**src/hw/slr_pkg.sv**
```systemverilog
// shared types and constants of the serial link receive state machine
// assumes the physical layer hands over primitives already decoded to a code
package slr_pkg;

	localparam int SLR_DW = 32;
	localparam int SLR_BUF_DEPTH = 2;
	localparam logic [31:0] SLR_CRC_POLY = 32'h0000_0007;
	localparam logic [31:0] SLR_CRC_INIT = 32'hFFFF_FFFF;
	// crc over data plus its own crc word leaves this remainder
	localparam logic [31:0] SLR_CRC_RESIDUE = 32'h0000_0000;

	typedef enum logic [3:0] {
		SLR_PRIM_SYNC = 4'h0,
		SLR_PRIM_X_RDY = 4'h1,
		SLR_PRIM_R_RDY = 4'h2,
		SLR_PRIM_SOF = 4'h3,
		SLR_PRIM_EOF = 4'h4,
		SLR_PRIM_HOLD = 4'h5,
		SLR_PRIM_HOLDA = 4'h6,
		SLR_PRIM_WTRM = 4'h7,
		SLR_PRIM_R_IP = 4'h8,
		SLR_PRIM_R_OK = 4'h9,
		SLR_PRIM_R_ERR = 4'hA,
		SLR_PRIM_DMAT = 4'hB,
		SLR_PRIM_ALIGN = 4'hC,
		SLR_PRIM_OTHER = 4'hF
	} slr_prim_t;

	typedef enum logic [3:0] {
		SLR_ST_IDLE = 4'h0,
		SLR_ST_NO_COMM = 4'h1,
		SLR_ST_CHECK_READY = 4'h2,
		SLR_ST_WAIT_BUFFER = 4'h3,
		SLR_ST_DATA = 4'h4,
		SLR_ST_THROTTLE = 4'h5,
		SLR_ST_ACK_PAUSE = 4'h6,
		SLR_ST_FRAME_END = 4'h7,
		SLR_ST_CRC_OK = 4'h8,
		SLR_ST_GOOD_END = 4'h9,
		SLR_ST_FAIL_END = 4'hA
	} slr_state_t;

endpackage : slr_pkg

```
**src/hw/slr_crc.sv**
```systemverilog
// running frame crc, one dword per enabled cycle, msb first, no final inversion
// assumes clear and enable are never asserted together by the caller
`timescale 1ns/1ps
module slr_crc
	import slr_pkg::*;
#(
	parameter logic [31:0] POLY = SLR_CRC_POLY,
	parameter logic [31:0] INIT = SLR_CRC_INIT
) (
	input wire logic core_clk,
	input wire logic rst,
	input wire logic clr,
	input wire logic en,
	input wire logic [31:0] din,
	output logic [31:0] crc_q
);

	logic [31:0] crc_d;

	always_comb begin
		logic [31:0] c;
		c = crc_q;
		for (int i = 31; i >= 0; i--) begin
			if (c[31] ^ din[i]) begin
				c = {c[30:0], 1'b0} ^ POLY;
			end else begin
				c = {c[30:0], 1'b0};
			end
		end
		if (clr) begin
			crc_d = INIT;
		end else if (en) begin
			crc_d = c;
		end else begin
			crc_d = crc_q;
		end
	end

	always_ff @(posedge core_clk) begin
		if (rst) begin
			crc_q <= INIT;
		end else begin
			crc_q <= crc_d;
		end
	end

endmodule : slr_crc

```
**src/hw/slr_buf.sv**
```systemverilog
// small dword buffer between link and transport, valid/ready on both sides
// assumes the writer holds nothing when in_ready is low; the word is then its to keep
`timescale 1ns/1ps
module slr_buf
	import slr_pkg::*;
#(
	parameter int W = SLR_DW,
	parameter int DEPTH = SLR_BUF_DEPTH
) (
	input wire logic core_clk,
	input wire logic rst,
	input wire logic in_valid,
	output logic in_ready,
	input wire logic [W-1:0] in_data,
	output logic out_valid,
	input wire logic out_ready,
	output logic [W-1:0] out_data
);

	localparam int AW = (DEPTH > 1) ? $clog2(DEPTH) : 1;

	logic [W-1:0] mem_q [DEPTH];
	logic [AW-1:0] wr_q, wr_d, rd_q, rd_d;
	logic [AW:0] cnt_q, cnt_d;
	logic push, pop;

	assign in_ready = (cnt_q != (AW+1)'(DEPTH));
	assign out_valid = (cnt_q != '0);
	assign out_data = mem_q[rd_q];
	assign push = in_valid && in_ready;
	assign pop = out_valid && out_ready;

	always_comb begin
		wr_d = wr_q;
		rd_d = rd_q;
		if (push) begin
			wr_d = (wr_q == AW'(DEPTH - 1)) ? '0 : wr_q + 1'b1;
		end
		if (pop) begin
			rd_d = (rd_q == AW'(DEPTH - 1)) ? '0 : rd_q + 1'b1;
		end
		cnt_d = cnt_q + (AW+1)'(push) - (AW+1)'(pop);
	end

	always_ff @(posedge core_clk) begin
		if (rst) begin
			wr_q <= '0;
			rd_q <= '0;
			cnt_q <= '0;
		end else begin
			wr_q <= wr_d;
			rd_q <= rd_d;
			cnt_q <= cnt_d;
		end
	end

	// storage needs no reset, only the pointers and the count do
	always_ff @(posedge core_clk) begin
		if (push) begin
			mem_q[wr_q] <= in_data;
		end
	end

endmodule : slr_buf

```
**src/hw/slr_rx_link.sv**
```systemverilog
// receive half of the serial link layer: handshake, frame data, flow control, end of frame
// assumes decoded primitives/dwords from the physical layer, one per cycle when rx_valid
//
// Functional notes
// - physical layer not ready in any receive state: notify, fail, enter no-comm error.
// - check_ready sends R_RDY continuously, stays on X_RDY, waits for SOF.
// - SOF in check_ready moves to data state, frame reception starts.
// - other dword in check_ready: notify transport, back to idle.
// - X_RDY while buffer cannot take a frame: wait_buffer, send SYNC.
// - wait_buffer: X_RDY and buffer ready to check_ready, else stay.
// - other dword in wait_buffer: notify transport, back to idle.
// - data state decodes each dword, passes it on, adds it to frame CRC.
// - data state sends R_IP, or DMAT when termination is requested.
// - data state holds on data or HOLDA with space, or other non-control dwords.
// - data state goes to throttle when transport reports too little space.
// - HOLD in data state moves to ack_pause.
// - EOF in data state moves to frame_end for CRC check.
// - WTRM in data state moves to fail_end, frame failed.
// - SYNC in data state reports abort, returns to idle.
// - pending control frame request drops the link to idle sending SYNC.
// - throttle sends HOLD continuously yet still accepts arriving dwords.
// - throttle returns to data on space and a dword other than HOLD/EOF.
// - HOLD with space in throttle moves to ack_pause.
// - EOF in throttle moves to frame_end; a late word into a full buffer sets overflow and fails the CRC check.
// - throttle holds while space short, phy ready, no EOF or SYNC.
// - SYNC in throttle reports illegal transition, returns to idle.
// - ack_pause sends HOLDA, or DMAT when termination is requested.
// - frame_end checks accumulated CRC while sending R_IP.
// - bad CRC or transport-declared invalid frame enters fail_end sending R_ERR.
`timescale 1ns/1ps
module slr_rx_link
	import slr_pkg::*;
#(
	parameter int DW = SLR_DW,
	parameter int BUF_DEPTH = SLR_BUF_DEPTH
) (
	input wire logic core_clk,
	input wire logic rst,
	input wire logic phy_up_flag,
	input wire logic rx_valid,
	input wire logic rx_is_prim,
	input wire slr_prim_t rx_prim,
	input wire logic [DW-1:0] rx_data,
	output slr_prim_t tx_prim,
	input wire logic tl_frame_ready,
	input wire logic tl_space,
	input wire logic tl_term_req,
	input wire logic tl_good,
	input wire logic tl_bad,
	input wire logic ctl_frame_req,
	output logic out_valid,
	input wire logic out_ready,
	output logic [DW-1:0] out_data,
	output logic ev_no_comm,
	output logic ev_abort,
	output logic ev_illegal,
	output logic ev_crc_ok,
	output logic ev_crc_bad,
	output logic ev_frame_fail,
	output logic ev_frame_good,
	output slr_state_t rx_state
);

	slr_state_t st_q, st_d;
	slr_prim_t tx_q, tx_d;
	logic [DW-1:0] pend_q, pend_d;
	logic pend_vld_q, pend_vld_d;
	logic ovf_q, ovf_d;
	logic no_comm_q, no_comm_d;
	logic abort_q, abort_d;
	logic illegal_q, illegal_d;
	logic crc_ok_q, crc_ok_d;
	logic crc_bad_q, crc_bad_d;
	logic fail_q, fail_d;
	logic good_q, good_d;

	logic is_data, is_sync, is_xrdy, is_sof, is_eof, is_hold, is_holda, is_wtrm;
	logic space;
	logic crc_clr, crc_en;
	logic [31:0] crc_q;
	logic buf_in_valid, buf_in_ready;

	assign is_data = rx_valid && !rx_is_prim;
	assign is_sync = rx_valid && rx_is_prim && (rx_prim == SLR_PRIM_SYNC);
	assign is_xrdy = rx_valid && rx_is_prim && (rx_prim == SLR_PRIM_X_RDY);
	assign is_sof = rx_valid && rx_is_prim && (rx_prim == SLR_PRIM_SOF);
	assign is_eof = rx_valid && rx_is_prim && (rx_prim == SLR_PRIM_EOF);
	assign is_hold = rx_valid && rx_is_prim && (rx_prim == SLR_PRIM_HOLD);
	assign is_holda = rx_valid && rx_is_prim && (rx_prim == SLR_PRIM_HOLDA);
	assign is_wtrm = rx_valid && rx_is_prim && (rx_prim == SLR_PRIM_WTRM);

	// a full buffer counts as no space, so a stalled transport throttles the far end
	assign space = tl_space && buf_in_ready;

	// the last dword before EOF is the crc: hold each dword back one slot
	assign buf_in_valid = is_data && pend_vld_q && (st_q == SLR_ST_DATA
		|| st_q == SLR_ST_THROTTLE || st_q == SLR_ST_ACK_PAUSE);
	assign crc_clr = (st_q == SLR_ST_CHECK_READY) && is_sof;
	assign crc_en = buf_in_valid || (is_data && (st_q == SLR_ST_DATA
		|| st_q == SLR_ST_THROTTLE || st_q == SLR_ST_ACK_PAUSE));

	slr_crc u_crc (
		.core_clk(core_clk),
		.rst(rst),
		.clr(crc_clr),
		.en(crc_en),
		.din(rx_data),
		.crc_q(crc_q)
	);

	slr_buf #(
		.W(DW),
		.DEPTH(BUF_DEPTH)
	) u_buf (
		.core_clk(core_clk),
		.rst(rst),
		.in_valid(buf_in_valid),
		.in_ready(buf_in_ready),
		.in_data(pend_q),
		.out_valid(out_valid),
		.out_ready(out_ready),
		.out_data(out_data)
	);

	// state transitions and event pulses
	always_comb begin
		st_d = st_q;
		no_comm_d = 1'b0;
		abort_d = 1'b0;
		illegal_d = 1'b0;
		crc_ok_d = 1'b0;
		crc_bad_d = 1'b0;
		fail_d = 1'b0;
		good_d = 1'b0;
		if (!phy_up_flag) begin
			if (st_q != SLR_ST_NO_COMM) begin
				no_comm_d = 1'b1;
				fail_d = (st_q != SLR_ST_IDLE);
			end
			st_d = SLR_ST_NO_COMM;
		end else if (ctl_frame_req && st_q != SLR_ST_IDLE && st_q != SLR_ST_NO_COMM) begin
			abort_d = 1'b1;
			st_d = SLR_ST_IDLE;
		end else begin
			case (st_q)
				SLR_ST_NO_COMM: begin
					st_d = SLR_ST_IDLE;
				end
				SLR_ST_IDLE: begin
					if (is_xrdy) begin
						st_d = tl_frame_ready ? SLR_ST_CHECK_READY : SLR_ST_WAIT_BUFFER;
					end
				end
				SLR_ST_WAIT_BUFFER: begin
					if (is_xrdy && tl_frame_ready) begin
						st_d = SLR_ST_CHECK_READY;
					end else if (rx_valid && !is_xrdy) begin
						abort_d = 1'b1;
						st_d = SLR_ST_IDLE;
					end
				end
				SLR_ST_CHECK_READY: begin
					if (is_sof) begin
						st_d = SLR_ST_DATA;
					end else if (rx_valid && !is_xrdy) begin
						abort_d = 1'b1;
						st_d = SLR_ST_IDLE;
					end
				end
				SLR_ST_DATA: begin
					if (is_sync) begin
						abort_d = 1'b1;
						fail_d = 1'b1;
						st_d = SLR_ST_IDLE;
					end else if (is_eof) begin
						st_d = SLR_ST_FRAME_END;
					end else if (is_wtrm) begin
						fail_d = 1'b1;
						st_d = SLR_ST_FAIL_END;
					end else if (is_hold) begin
						st_d = SLR_ST_ACK_PAUSE;
					end else if (!space) begin
						st_d = SLR_ST_THROTTLE;
					end else begin
						st_d = SLR_ST_DATA;
					end
				end
				SLR_ST_THROTTLE: begin
					if (is_sync) begin
						illegal_d = 1'b1;
						fail_d = 1'b1;
						st_d = SLR_ST_IDLE;
					end else if (is_eof) begin
						st_d = SLR_ST_FRAME_END;
					end else if (space && is_hold) begin
						st_d = SLR_ST_ACK_PAUSE;
					end else if (space && rx_valid && !is_hold) begin
						st_d = SLR_ST_DATA;
					end else begin
						st_d = SLR_ST_THROTTLE;
					end
				end
				SLR_ST_ACK_PAUSE: begin
					if (is_sync) begin
						illegal_d = 1'b1;
						fail_d = 1'b1;
						st_d = SLR_ST_IDLE;
					end else if (is_eof) begin
						st_d = SLR_ST_FRAME_END;
					end else if (rx_valid && !is_hold) begin
						st_d = SLR_ST_DATA;
					end
				end
				SLR_ST_FRAME_END: begin
					// crc register already holds the last dword, so one cycle suffices
					if (crc_q == SLR_CRC_RESIDUE && !ovf_q) begin
						crc_ok_d = 1'b1;
						st_d = SLR_ST_CRC_OK;
					end else begin
						crc_bad_d = 1'b1;
						fail_d = 1'b1;
						st_d = SLR_ST_FAIL_END;
					end
				end
				SLR_ST_CRC_OK: begin
					if (is_sync) begin
						illegal_d = 1'b1;
						fail_d = 1'b1;
						st_d = SLR_ST_IDLE;
					end else if (tl_bad) begin
						fail_d = 1'b1;
						st_d = SLR_ST_FAIL_END;
					end else if (tl_good) begin
						good_d = 1'b1;
						st_d = SLR_ST_GOOD_END;
					end
				end
				SLR_ST_GOOD_END, SLR_ST_FAIL_END: begin
					if (is_sync) begin
						st_d = SLR_ST_IDLE;
					end
				end
				default: begin
					st_d = SLR_ST_IDLE;
				end
			endcase
		end
	end

	// transmitted primitive follows the state being entered
	always_comb begin
		case (st_d)
			SLR_ST_CHECK_READY: begin
				tx_d = SLR_PRIM_R_RDY;
			end
			SLR_ST_WAIT_BUFFER: begin
				tx_d = SLR_PRIM_SYNC;
			end
			SLR_ST_DATA: begin
				tx_d = tl_term_req ? SLR_PRIM_DMAT : SLR_PRIM_R_IP;
			end
			SLR_ST_THROTTLE: begin
				tx_d = SLR_PRIM_HOLD;
			end
			SLR_ST_ACK_PAUSE: begin
				tx_d = tl_term_req ? SLR_PRIM_DMAT : SLR_PRIM_HOLDA;
			end
			SLR_ST_FRAME_END, SLR_ST_CRC_OK: begin
				tx_d = SLR_PRIM_R_IP;
			end
			SLR_ST_GOOD_END: begin
				tx_d = SLR_PRIM_R_OK;
			end
			SLR_ST_FAIL_END: begin
				tx_d = SLR_PRIM_R_ERR;
			end
			default: begin
				tx_d = SLR_PRIM_SYNC;
			end
		endcase
	end

	// hold-back slot and overflow tracking
	always_comb begin
		pend_d = pend_q;
		pend_vld_d = pend_vld_q;
		ovf_d = ovf_q;
		if (crc_clr) begin
			pend_vld_d = 1'b0;
			ovf_d = 1'b0;
		end else if (crc_en) begin
			// throttle keeps taking words; a word lost to a full buffer spoils the frame
			pend_d = rx_data;
			pend_vld_d = 1'b1;
			if (buf_in_valid && !buf_in_ready) begin
				ovf_d = 1'b1;
			end
		end
	end

	always_ff @(posedge core_clk) begin
		if (rst) begin
			st_q <= SLR_ST_IDLE;
			tx_q <= SLR_PRIM_SYNC;
			pend_q <= '0;
			pend_vld_q <= 1'b0;
			ovf_q <= 1'b0;
			no_comm_q <= 1'b0;
			abort_q <= 1'b0;
			illegal_q <= 1'b0;
			crc_ok_q <= 1'b0;
			crc_bad_q <= 1'b0;
			fail_q <= 1'b0;
			good_q <= 1'b0;
		end else begin
			st_q <= st_d;
			tx_q <= tx_d;
			pend_q <= pend_d;
			pend_vld_q <= pend_vld_d;
			ovf_q <= ovf_d;
			no_comm_q <= no_comm_d;
			abort_q <= abort_d;
			illegal_q <= illegal_d;
			crc_ok_q <= crc_ok_d;
			crc_bad_q <= crc_bad_d;
			fail_q <= fail_d;
			good_q <= good_d;
		end
	end

	assign tx_prim = tx_q;
	assign rx_state = st_q;
	assign ev_no_comm = no_comm_q;
	assign ev_abort = abort_q;
	assign ev_illegal = illegal_q;
	assign ev_crc_ok = crc_ok_q;
	assign ev_crc_bad = crc_bad_q;
	assign ev_frame_fail = fail_q;
	assign ev_frame_good = good_q;

endmodule : slr_rx_link

```
**config.mk**
```make
export PLATFORM = sky130hd
export DESIGN_NAME = slr_rx_link
export DESIGN_NICKNAME = d
export VERILOG_FILES = /design/src/hw/slr_pkg.sv /design/src/hw/slr_crc.sv /design/src/hw/slr_buf.sv /design/src/hw/slr_rx_link.sv
export SDC_FILE = /design/constraint.sdc
export NUM_CORES = 1
export LEC_CHECK = 0
export ABC_AREA = 0
export BUFFER_PORTS_ARGS = -buffer_cell sky130_fd_sc_hd__buf_2
export CORE_ASPECT_RATIO = 0.8
export CORE_MARGIN = 2
export CORE_UTILIZATION = 35
export DETAILED_ROUTE_END_ITERATION = 12
export HOLD_SLACK_MARGIN = 0.06
export PLACE_DENSITY = 0.55
export SYNTH_ARGS = -nofsm -noshare
export SYNTH_HDL_FRONTEND = slang
export SYNTH_SLANG_ARGS = --single-unit
```
**constraint.sdc**
```tcl
create_clock -name core_clk -period 4.2 [get_ports core_clk]
set_input_delay 0.21 -clock core_clk [delete_from_list [all_inputs] [get_ports core_clk]]
set_output_delay 0.21 -clock core_clk [all_outputs]
set_load 0.02 [all_outputs]
```
==> flow_metrics.tcl, run 1 <==
set metrics [dict create \
    hold_path.class "input pin to flop" \
    syn_inst 633 \
    synth_area_leader_cell "edfxtp_1" \
    drc_errors 0 \
    synth_edf_count 64 \
    grt_max_degree 55 \
    syn_nets 683 \
    drt_wl_total_um 15500 \
    layout.nets 790 \
    synth.yosys.seq_area_share_pct 53.1 \
    fp.dieArea_um2 20800 \
    drive_above_1_share_pct 25.4 \
    r2r_end "u_crc.crc_q[27]" \
    critPathKind "flop to flop" \
    io_buffers 95 \
    viasPerCell 4.95 \
    slew_headroom_pct 38.3 \
    ys_top_cells_by_count "nand2_1, dfxtp_1, edfxtp_1, xnor2_1, a21oi_1" \
    avgRoutedWirePerCell_um 15.4 \
    place_ws_ns 1.52 \
    skew_ns 0.0105 \
    clk_pin_slew_worst_paths_ns 0.06 \
    drt-pass1-iter-count 4 \
    critPathArrivalTime_ns 3.05 \
    worst_r2r_path_depth 6 \
    grt_pass1_wl_um 25300 \
    cts_buffers 17 \
    cp_slowest_cell "or3_2" \
    dr_total_vias 5001 \
    fin_setup_tns_ns 0 \
    powerDensity_nw_per_um2 403 \
    wl_met2_um 7280 \
    drv_cap 0 \
    drtAntennaViolNets 0 \
    rsz0062_at_grt "false" \
    startpoint "rx_state[2]" \
    fin_ws_ns 1.50 \
    finalMaxSlewViolations 0 \
    clock_latency_ns 0.42 \
    async_flop_share_pct 0 \
    synthesis.area_um2 6870 \
    synth_top_flop_cell "dfxtp_1" \
    final-seq-area_um2 3640 \
    htree_levels 4 \
    clock_sinks 150 \
    synth_most_common_cell "nand2_1" \
    critPathCapture "u_crc.crc_q[27]" \
    period_minus_slack_ns 2.70 \
    drt-met1-wl_um 7310 \
    first_iter_violations 171 \
    crit_fanout 54 \
    root_buffer "clkbuf_16" \
    yosysWarnings 0 \
    multi_input_area_um2 3010 \
    vdd_drop_max_uv 211 \
    worstReg2RegStart "rx_state[2]" \
    setup-violations-final 0 \
    worst_slew_pin_slew_ns 0.926 \
    slowest_delay_ns 0.78 \
    num_rows 45 \
    end_kind "flop" \
    status "finished clean" \
    clockBufferDepth 2 \
    antenna_found_initial 0 \
    ys_seq_elements 150 \
    worstPathCellList "nor2b_1 > nand2_1 > or3_2 > buf_12 > or3_1 > nand3_1" \
    start_util_pct 36.0 \
    synth.area.top_cells "edfxtp_1, dfxtp_1, xnor2_1, mux2_2, nand2_1" \
    cp.required_ns 4.55 \
    io-pin-count 96 \
    yosysTopAreaCellShare_pct 28.0 \
    synth_cell_types 69 \
    p_leak_nw 3.24 \
    crit_path_start_kind "flop" \
    gp_congestion 0.811 \
    area_growth_pct 21.4 \
    grt_pass1_vias 4975 \
    overflow 0 \
    worstHoldPathCells 3 \
    die_x_um 161 \
    core-area_um2 19100 \
    rrSetupSlack_ns 1.50 \
    cts_tree "yes" \
    timing.fmax_mhz 371 \
    grt_usage_pct 15.5 \
    top_layer "met4" \
    wl_met3_um 692 \
    hold_violations 0 \
    ctsResizeCount 0 \
    synth.avg_cell_area_um2 10.8 \
    hpwlAfterDp_um 10700 \
    fp.dieH_um 129 \
    antennaDiodeCount 0 \
    nFillCells 1813 \
    fin_crit_sh_pct 64.3 \
]
==> worst max-delay path, delay by kind of cell (launching register included) <==
family	cells	cell delay, ns
buf+inv	1	0.33
simple gates	5	1.66
flops	1	0.62
==> sequential cells by signal (all words and copies together) (netlist names), 2 cells and up, named ones only <==
name	count
u_buf.cnt_q	2
rx_state	4
u_crc.crc_q	32
u_buf.mem_q	64
pend_q	32
tx_prim	4
==> report_power, final <==
| group | leakage [nW] | total [W] | switching (W) | internal, W |
|---|---|---|---|---|
| Clock | 0.300 | 0.00153 | 0.000623 | 0.000906 |
| Sequential | 1.40 | 0.00152 | 0.00000803 | 0.00152 |
| Combinational | 1.53 | 0.000305 | 0.000171 | 0.000134 |
| Total | 3.24 | 0.00336 | 0.000802 | 0.00256 |
==> how the worst min path moves through the flow <==
| stage | startpoint | end | slack [ns] |
|---|---|---|---|
| after floorplan | rx_data[0] | pend_q[0] | 0.35 |
| after global placement | pend_q[3] | u_buf.mem_q[0][3] | 0.43 |
| after detailed placement | pend_q[9] | u_buf.mem_q[0][9] | 0.44 |
| after CTS | rx_data[9] | pend_q[9] | 0.06 |
| after global routing | rx_data[11] | pend_q[11] | 0.07 |
| final | rx_data[30] | pend_q[30] | 0.08 |
==> layer usage <==
| metal | vias up | track usage [%] |
|---|---|---|
| met3 | 18 | 4.03 |
| met4 | 0 | 4.82 |
| met2 | 109 | 25.5 |
| met5 | - | 0 |
| li1 | 2489 | - |
| met1 | 2385 | 20.2 |
==> cells by family after synthesis <==
logic type / synth area share [%]
buffers and inverters: 3.33
DFF: 53.1
and+or+nand+nor: 15.3
xor gates and xnor gates: 11.0
adders and majority gates: 0.364
AOI/OAI and AO/OA: 11.4
muxes: 5.56
==> final cells by class <==
type / instances / area share, %
Inverter: 7 / 0.315
Sequential cell: 150 / 43.7
Clock buffer: 18 / 5.27
Clock inverter: 14 / 1.91
Multi-Input combinational cell: 442 / 36.1
Timing Repair Buffer: 122 / 8.85
Tap cell: 258 / 3.87
==> cell usage in the layout, fill, tap and decap left out, types with 4 or more instances in the layout <==
cell type,count
buf_2,95
nand2_1,88
dfxtp_1,86
edfxtp_1,64
xnor2_1,56
a21oi_1,38
mux2_2,33
xor2_1,30
nand3_1,20
or3_1,19
o21ai_0,19
dlygate4sd3_1,19
o211ai_1,18
clkbuf_16,17
nor2_1,15
nor3_1,11
nor4_1,9
inv_1,7
buf_4,7
nor2b_1,6
a31oi_1,5
o21a_1,5
inv_6,5
nand4_1,4
a211oi_1,4
==> timing repair <==
item                                   4_1_cts  5_1_grt
hold buffers                                19        0
endpoints found under the hold margin       19        0
setup buffers                                0        0
==> through the flow <==
| step | total power [W] | area (um2) | std cells | utilization [%] | hold WS (ns) |
|---|---|---|---|---|---|
| after floorplan | 0.00176 | 6870 | 633 | - | 0.346 |
| after global placement | 0.00184 | 7550 | 960 | 39.6 | 0.431 |
| after detailed placement | 0.00185 | 7550 | 960 | 39.6 | 0.439 |
| after CTS | 0.00340 | 8340 | 1011 | 43.7 | 0.0602 |
| after global routing | 0.00349 | 8340 | 1011 | 43.7 | 0.0683 |
| final | 0.00336 | 8340 | 1011 | 43.7 | 0.0767 |
(Power assumes the default switching activity.)
==> run 2: changes to the inputs <==
--- a/config.mk
+++ b/config.mk
@@ -12,7 +12,7 @@
 export CORE_UTILIZATION = 35
 export DETAILED_ROUTE_END_ITERATION = 12
 export HOLD_SLACK_MARGIN = 0.06
-export PLACE_DENSITY = 0.55
+export PLACE_DENSITY = 0.57
 export SYNTH_ARGS = -nofsm -noshare
 export SYNTH_HDL_FRONTEND = slang
 export SYNTH_SLANG_ARGS = --single-unit
==> constraint.sdc (replaced) <==
create_clock -name core_clk -period 2.2 [get_ports core_clk]
set_input_delay 0.11 -clock core_clk [delete_from_list [all_inputs] [get_ports core_clk]]
set_output_delay 0.11 -clock core_clk [all_outputs]
set_load 0.02 [all_outputs]
==> flow_metrics.tcl, run 2 (synthesis results as in run 1) <==
set metrics [dict create \
    cts_buffers 17 \
    root_buffer "clkbuf_16" \
    io-pin-count 96 \
    layout.nets 829 \
    core-area_um2 19100 \
    crit_path_start_kind "flop" \
    timing.fmax_mhz 460 \
    drt-pass1-iter-count 4 \
    p_leak_nw 3.46 \
    gp_congestion 0.826 \
    viasPerCell 4.89 \
    mostFrequentLayoutCells "buf_2, nand2_1, dfxtp_1, edfxtp_1, xnor2_1" \
    die_x_um 161 \
    drv_cap 0 \
    status "finished clean" \
    clk_pin_slew_worst_paths_ns 0.07 \
    area_growth_pct 28.7 \
    clock_sinks 150 \
    period_minus_slack_ns 2.17 \
    worst_slew_pin_slew_ns 0.568 \
    grt_max_degree 96 \
    antennaDiodeCount 0 \
    grt_pass1_vias 4904 \
    cts_tree "yes" \
    top_regs "u_buf.mem_q: 64 flops, pend_q: 32 flops, u_crc.crc_q: 32 flops" \
    skew_ns 0.0136 \
    nFillCells 1722 \
    htree_levels 4 \
    avgRoutedWirePerCell_um 15.5 \
    final_common_cell "buf_2" \
    finalMaxSlewViolations 0 \
    overflow 0 \
    max_flop_register "u_buf.mem_q" \
    clock_latency_ns 0.43 \
    hold_slack_ns 0.119 \
    rsz0062_at_grt "true" \
    place_ws_ns -0.0787 \
    critPathKind "flop to flop" \
    first_iter_violations 301 \
    drc_errors 0 \
    fin_crit_sh_pct 98.7 \
    antenna_found_initial 0 \
    start_util_pct 36.0 \
    end_kind "flop" \
    grt_pass1_wl_um 25800 \
    slew_headroom_pct 61.8 \
    vdd_drop_max_uv 462 \
    dr_total_vias 5134 \
    num_rows 45 \
    drtAntennaViolNets 0 \
    critPathArrivalTime_ns 2.53 \
    crit_fanout 95 \
    hold_path.class "input pin to flop" \
    fp.dieH_um 129 \
    io_buffers 95 \
    fin_ws_ns 0.0278 \
    grt_usage_pct 16.0 \
    hpwlAfterDp_um 11000 \
    fp.dieArea_um2 20800 \
    hold_violations 0 \
    cp.required_ns 2.56 \
    powerDensity_nw_per_um2 762 \
    drive_above_1_share_pct 28.7 \
    setup-violations-final 0 \
    clockBufferDepth 2 \
    largest_reg_flops 64 \
    drt_wl_total_um 16300 \
]
-- run 2: where the power goes --
group | internal, W | switching (W) | total (W) | leakage, nW
clock network | 0.00197 | 0.00123 | 0.00320 | 0.313
registers | 0.00289 | 0.0000124 | 0.00290 | 1.41
logic | 0.000295 | 0.000344 | 0.000639 | 1.74
total | 0.00515 | 0.00159 | 0.00674 | 3.46
-- run 2: through the flow --
step | setup TNS [ns] | cells | area, um2 | total power, W | util [%]
after detailed placement | -0.139 | 975 | 7690 | 0.00355 | 40.3
after floorplan | 0 | 633 | 6910 | 0.00336 | -
final | 0 | 1050 | 8840 | 0.00674 | 46.3
after global routing | -0.0256 | 1050 | 8840 | 0.00698 | 46.3
after CTS | 0 | 1045 | 8740 | 0.00679 | 45.8
after global placement | -0.236 | 975 | 7690 | 0.00354 | 40.3
-- run 2: routing by layer --
layer	up-vias	wire [um]	track usage, %
li1	2566	-	-
met1	2417	7780	21.1
met2	133	7510	25.6
met3	18	795	4.39
met4	0	196	5.78
met5	-	0	0
-- run 2: layout make-up --
type | instances | area (um2) | share of cell area, %
clock buffers | 18 | 439 | 4.97
clock inverters | 14 | 213 | 2.41
inverters | 7 | 26.3 | 0.297
multi-input cells | 442 | 3100 | 35.1
flip-flops and latches | 150 | 3660 | 41.4
well taps | 258 | 323 | 3.65
repair buffers | 161 | 1070 | 12.1
-- run 2: final timing paths --
check | endpoint | depth (start not counted) | slack [ns] | startpoint
max | u_crc.crc_q[23] | 6 | 0.03 | rx_state[2]
min | ev_frame_fail | 4 | 0.12 | ctl_frame_req
max reg2reg | u_crc.crc_q[23] | 6 | 0.03 | rx_state[2]
min reg2reg | u_buf.mem_q[1][3] | 0 | 0.45 | pend_q[3]
-- run 2: critical path: stages (launching register included) --
cell and delay [ns]:
dfxtp_4 0.44, nor2b_2 0.24, nand2_1 0.14, or3_2 0.46, buf_12 0.21, or3_1 0.41, nand3_1 0.11
-- run 2: timing repair --
action	4_1_cts	5_1_grt
gates resized for setup	4	13
buffers inserted	2	5
endpoints found under the setup margin	4	5
hold buffers	36	0
endpoints found under the hold margin	35	0
cloned	0	0
pin swaps	2	3
==> run 3: changes to the inputs <==
--- a/config.mk
+++ b/config.mk
@@ -13,6 +13,8 @@
 export DETAILED_ROUTE_END_ITERATION = 12
 export HOLD_SLACK_MARGIN = 0.06
 export PLACE_DENSITY = 0.57
+export RECOVER_POWER = 100
+export SETUP_SLACK_MARGIN = 0.3
 export SYNTH_ARGS = -nofsm -noshare
 export SYNTH_HDL_FRONTEND = slang
 export SYNTH_SLANG_ARGS = --single-unit
==> flow_metrics.tcl, run 3 (synthesis results as in run 1) <==
set metrics [dict create \
    status "finished clean" \
    mostFrequentLayoutCells "nand2_1, dfxtp_1, edfxtp_1, xnor2_1, buf_2" \
    clock_sinks 150 \
    die_x_um 161 \
    hold_path.class "input pin to flop" \
    fin_crit_sh_pct 93.9 \
    slew_headroom_pct 47.7 \
    clockBufferDepth 2 \
    root_buffer "clkbuf_16" \
    critPathKind "flop to flop" \
    groute.layer.met1.usage_pct 21.9 \
    drc_errors 0 \
    vdd_drop_max_uv 378 \
    end_kind "flop" \
    max_flop_register "u_buf.mem_q" \
    largest_reg_flops 64 \
    crit_fanout 24 \
    clk_pin_slew_worst_paths_ns 0.06 \
    avgRoutedWirePerCell_um 16.6 \
    num_rows 45 \
    finalMaxSlewViolations 0 \
    grt_most_used_layer "met2" \
    place_ws_ns -0.162 \
    clock_latency_ns 0.42 \
    powerDensity_nw_per_um2 717 \
    grt_usage_pct 17.2 \
    timing.fmax_mhz 484 \
    hold_violations 0 \
    skew_ns 0.00923 \
    setup-violations-final 0 \
    fin_ws_ns 0.134 \
    drtAntennaViolNets 0 \
    area_growth_pct 32.5 \
    drt_wl_total_um 17800 \
    layout.nets 853 \
    cp.required_ns 2.56 \
    worstHoldPathCells 3 \
    top_regs "u_buf.mem_q: 64 flops, pend_q: 32 flops, u_crc.crc_q: 32 flops" \
    drive_above_1_share_pct 28.3 \
    met2_usage_pct 29.2 \
    grt_pass1_wl_um 27800 \
    grt_pass1_vias 5399 \
    p_leak_nw 3.46 \
    fp.dieH_um 129 \
    crit_path_start_kind "flop" \
    dr_total_vias 5401 \
    io_buffers 95 \
    gp_congestion 0.817 \
    rsz0062_at_grt "true" \
    viasPerCell 5.03 \
    io-pin-count 96 \
    drv_cap 0 \
    worst_slew_pin_slew_ns 0.784 \
    grt_max_degree 48 \
    cts_buffers 17 \
    worst_r2r_path_depth 7 \
    start_util_pct 36.0 \
    first_iter_violations 313 \
    critPathArrivalTime_ns 2.42 \
    fp.dieArea_um2 20800 \
    fin_setup_tns_ns 0 \
    place_area_um2 7680 \
    antennaDiodeCount 0 \
    hpwlAfterDp_um 11100 \
    drt-pass1-iter-count 5 \
    final_common_cell "nand2_1" \
    fin_area_um2 9100 \
    overflow 0 \
    htree_levels 4 \
    antenna_found_initial 0 \
    grt_use_met3_pct 4.32 \
    cts_tree "yes" \
    p_total_w 0.00652 \
    period_minus_slack_ns 2.07 \
    core-area_um2 19100 \
]
==> run 3: where the power goes <==
part	switching (W)	leakage (nW)	internal [W]	total [W]
combinational	0.000362	1.77	0.000301	0.000663
clock	0.00114	0.286	0.00182	0.00296
sequential	0.0000131	1.41	0.00289	0.00290
total	0.00152	3.46	0.00501	0.00652
==> run 3: path summary, 6_finish.rpt <==
check | from | to | slack [ns]
worst max-delay path | rx_state[2] | u_crc.crc_q[5] | 0.13
worst min-delay path | tl_term_req | tx_prim[2] | 0.08
worst min register to register | pend_q[3] | u_buf.mem_q[0][3] | 0.45
worst max register to register | rx_state[2] | u_crc.crc_q[5] | 0.13
==> run 3: metal layers <==
layer	vias up	share of wire (%)
met1	2609	45
li1	2608	-
met4	0	1.4
met3	23	4.7
met2	161	48
met5	-	0
==> run 3: cell type report <==
| type | instances | area (um2) |
|---|---|---|
| tap | 258 | 323 |
| clock inverter | 11 | 149 |
| multi-input combinational | 442 | 3220 |
| sequential | 150 | 3660 |
| timing repair buffer | 185 | 1260 |
| clock buffer | 21 | 450 |
| fill | 1766 | 9990 |
| inverter | 7 | 26.3 |
==> run 3: per-stage QoR <==
step                cells  utilization [%]  hold slack [ns]
finish               1074             47.7           0.0811
global route         1074             47.7           0.0837
CTS                  1059             47.2           0.0655
detailed placement    969             40.3            0.389
global placement      969             40.3            0.386
floorplan             633                -            0.246
==> run 3: repair_timing <==
| item | in CTS | in global routing |
|---|---|---|
| setup buffers | 21 | 13 |
| pin swaps | 13 | 20 |
| hold endpoints to repair | 34 | 0 |
| gates cloned | 2 | 2 |
| resized for setup | 33 | 34 |
| hold buffers | 35 | 0 |
| endpoints found under the setup margin | 25 | 107 |
==> run 3: critical path, cell delays in order (launching register included) <==
cell and delay (ns):
dfxtp_4 0.42, buf_4 0.13, nor2b_2 0.23, nand2_2 0.11
or3_4 0.39, buf_4 0.24, or3_1 0.38, nand3_1 0.09
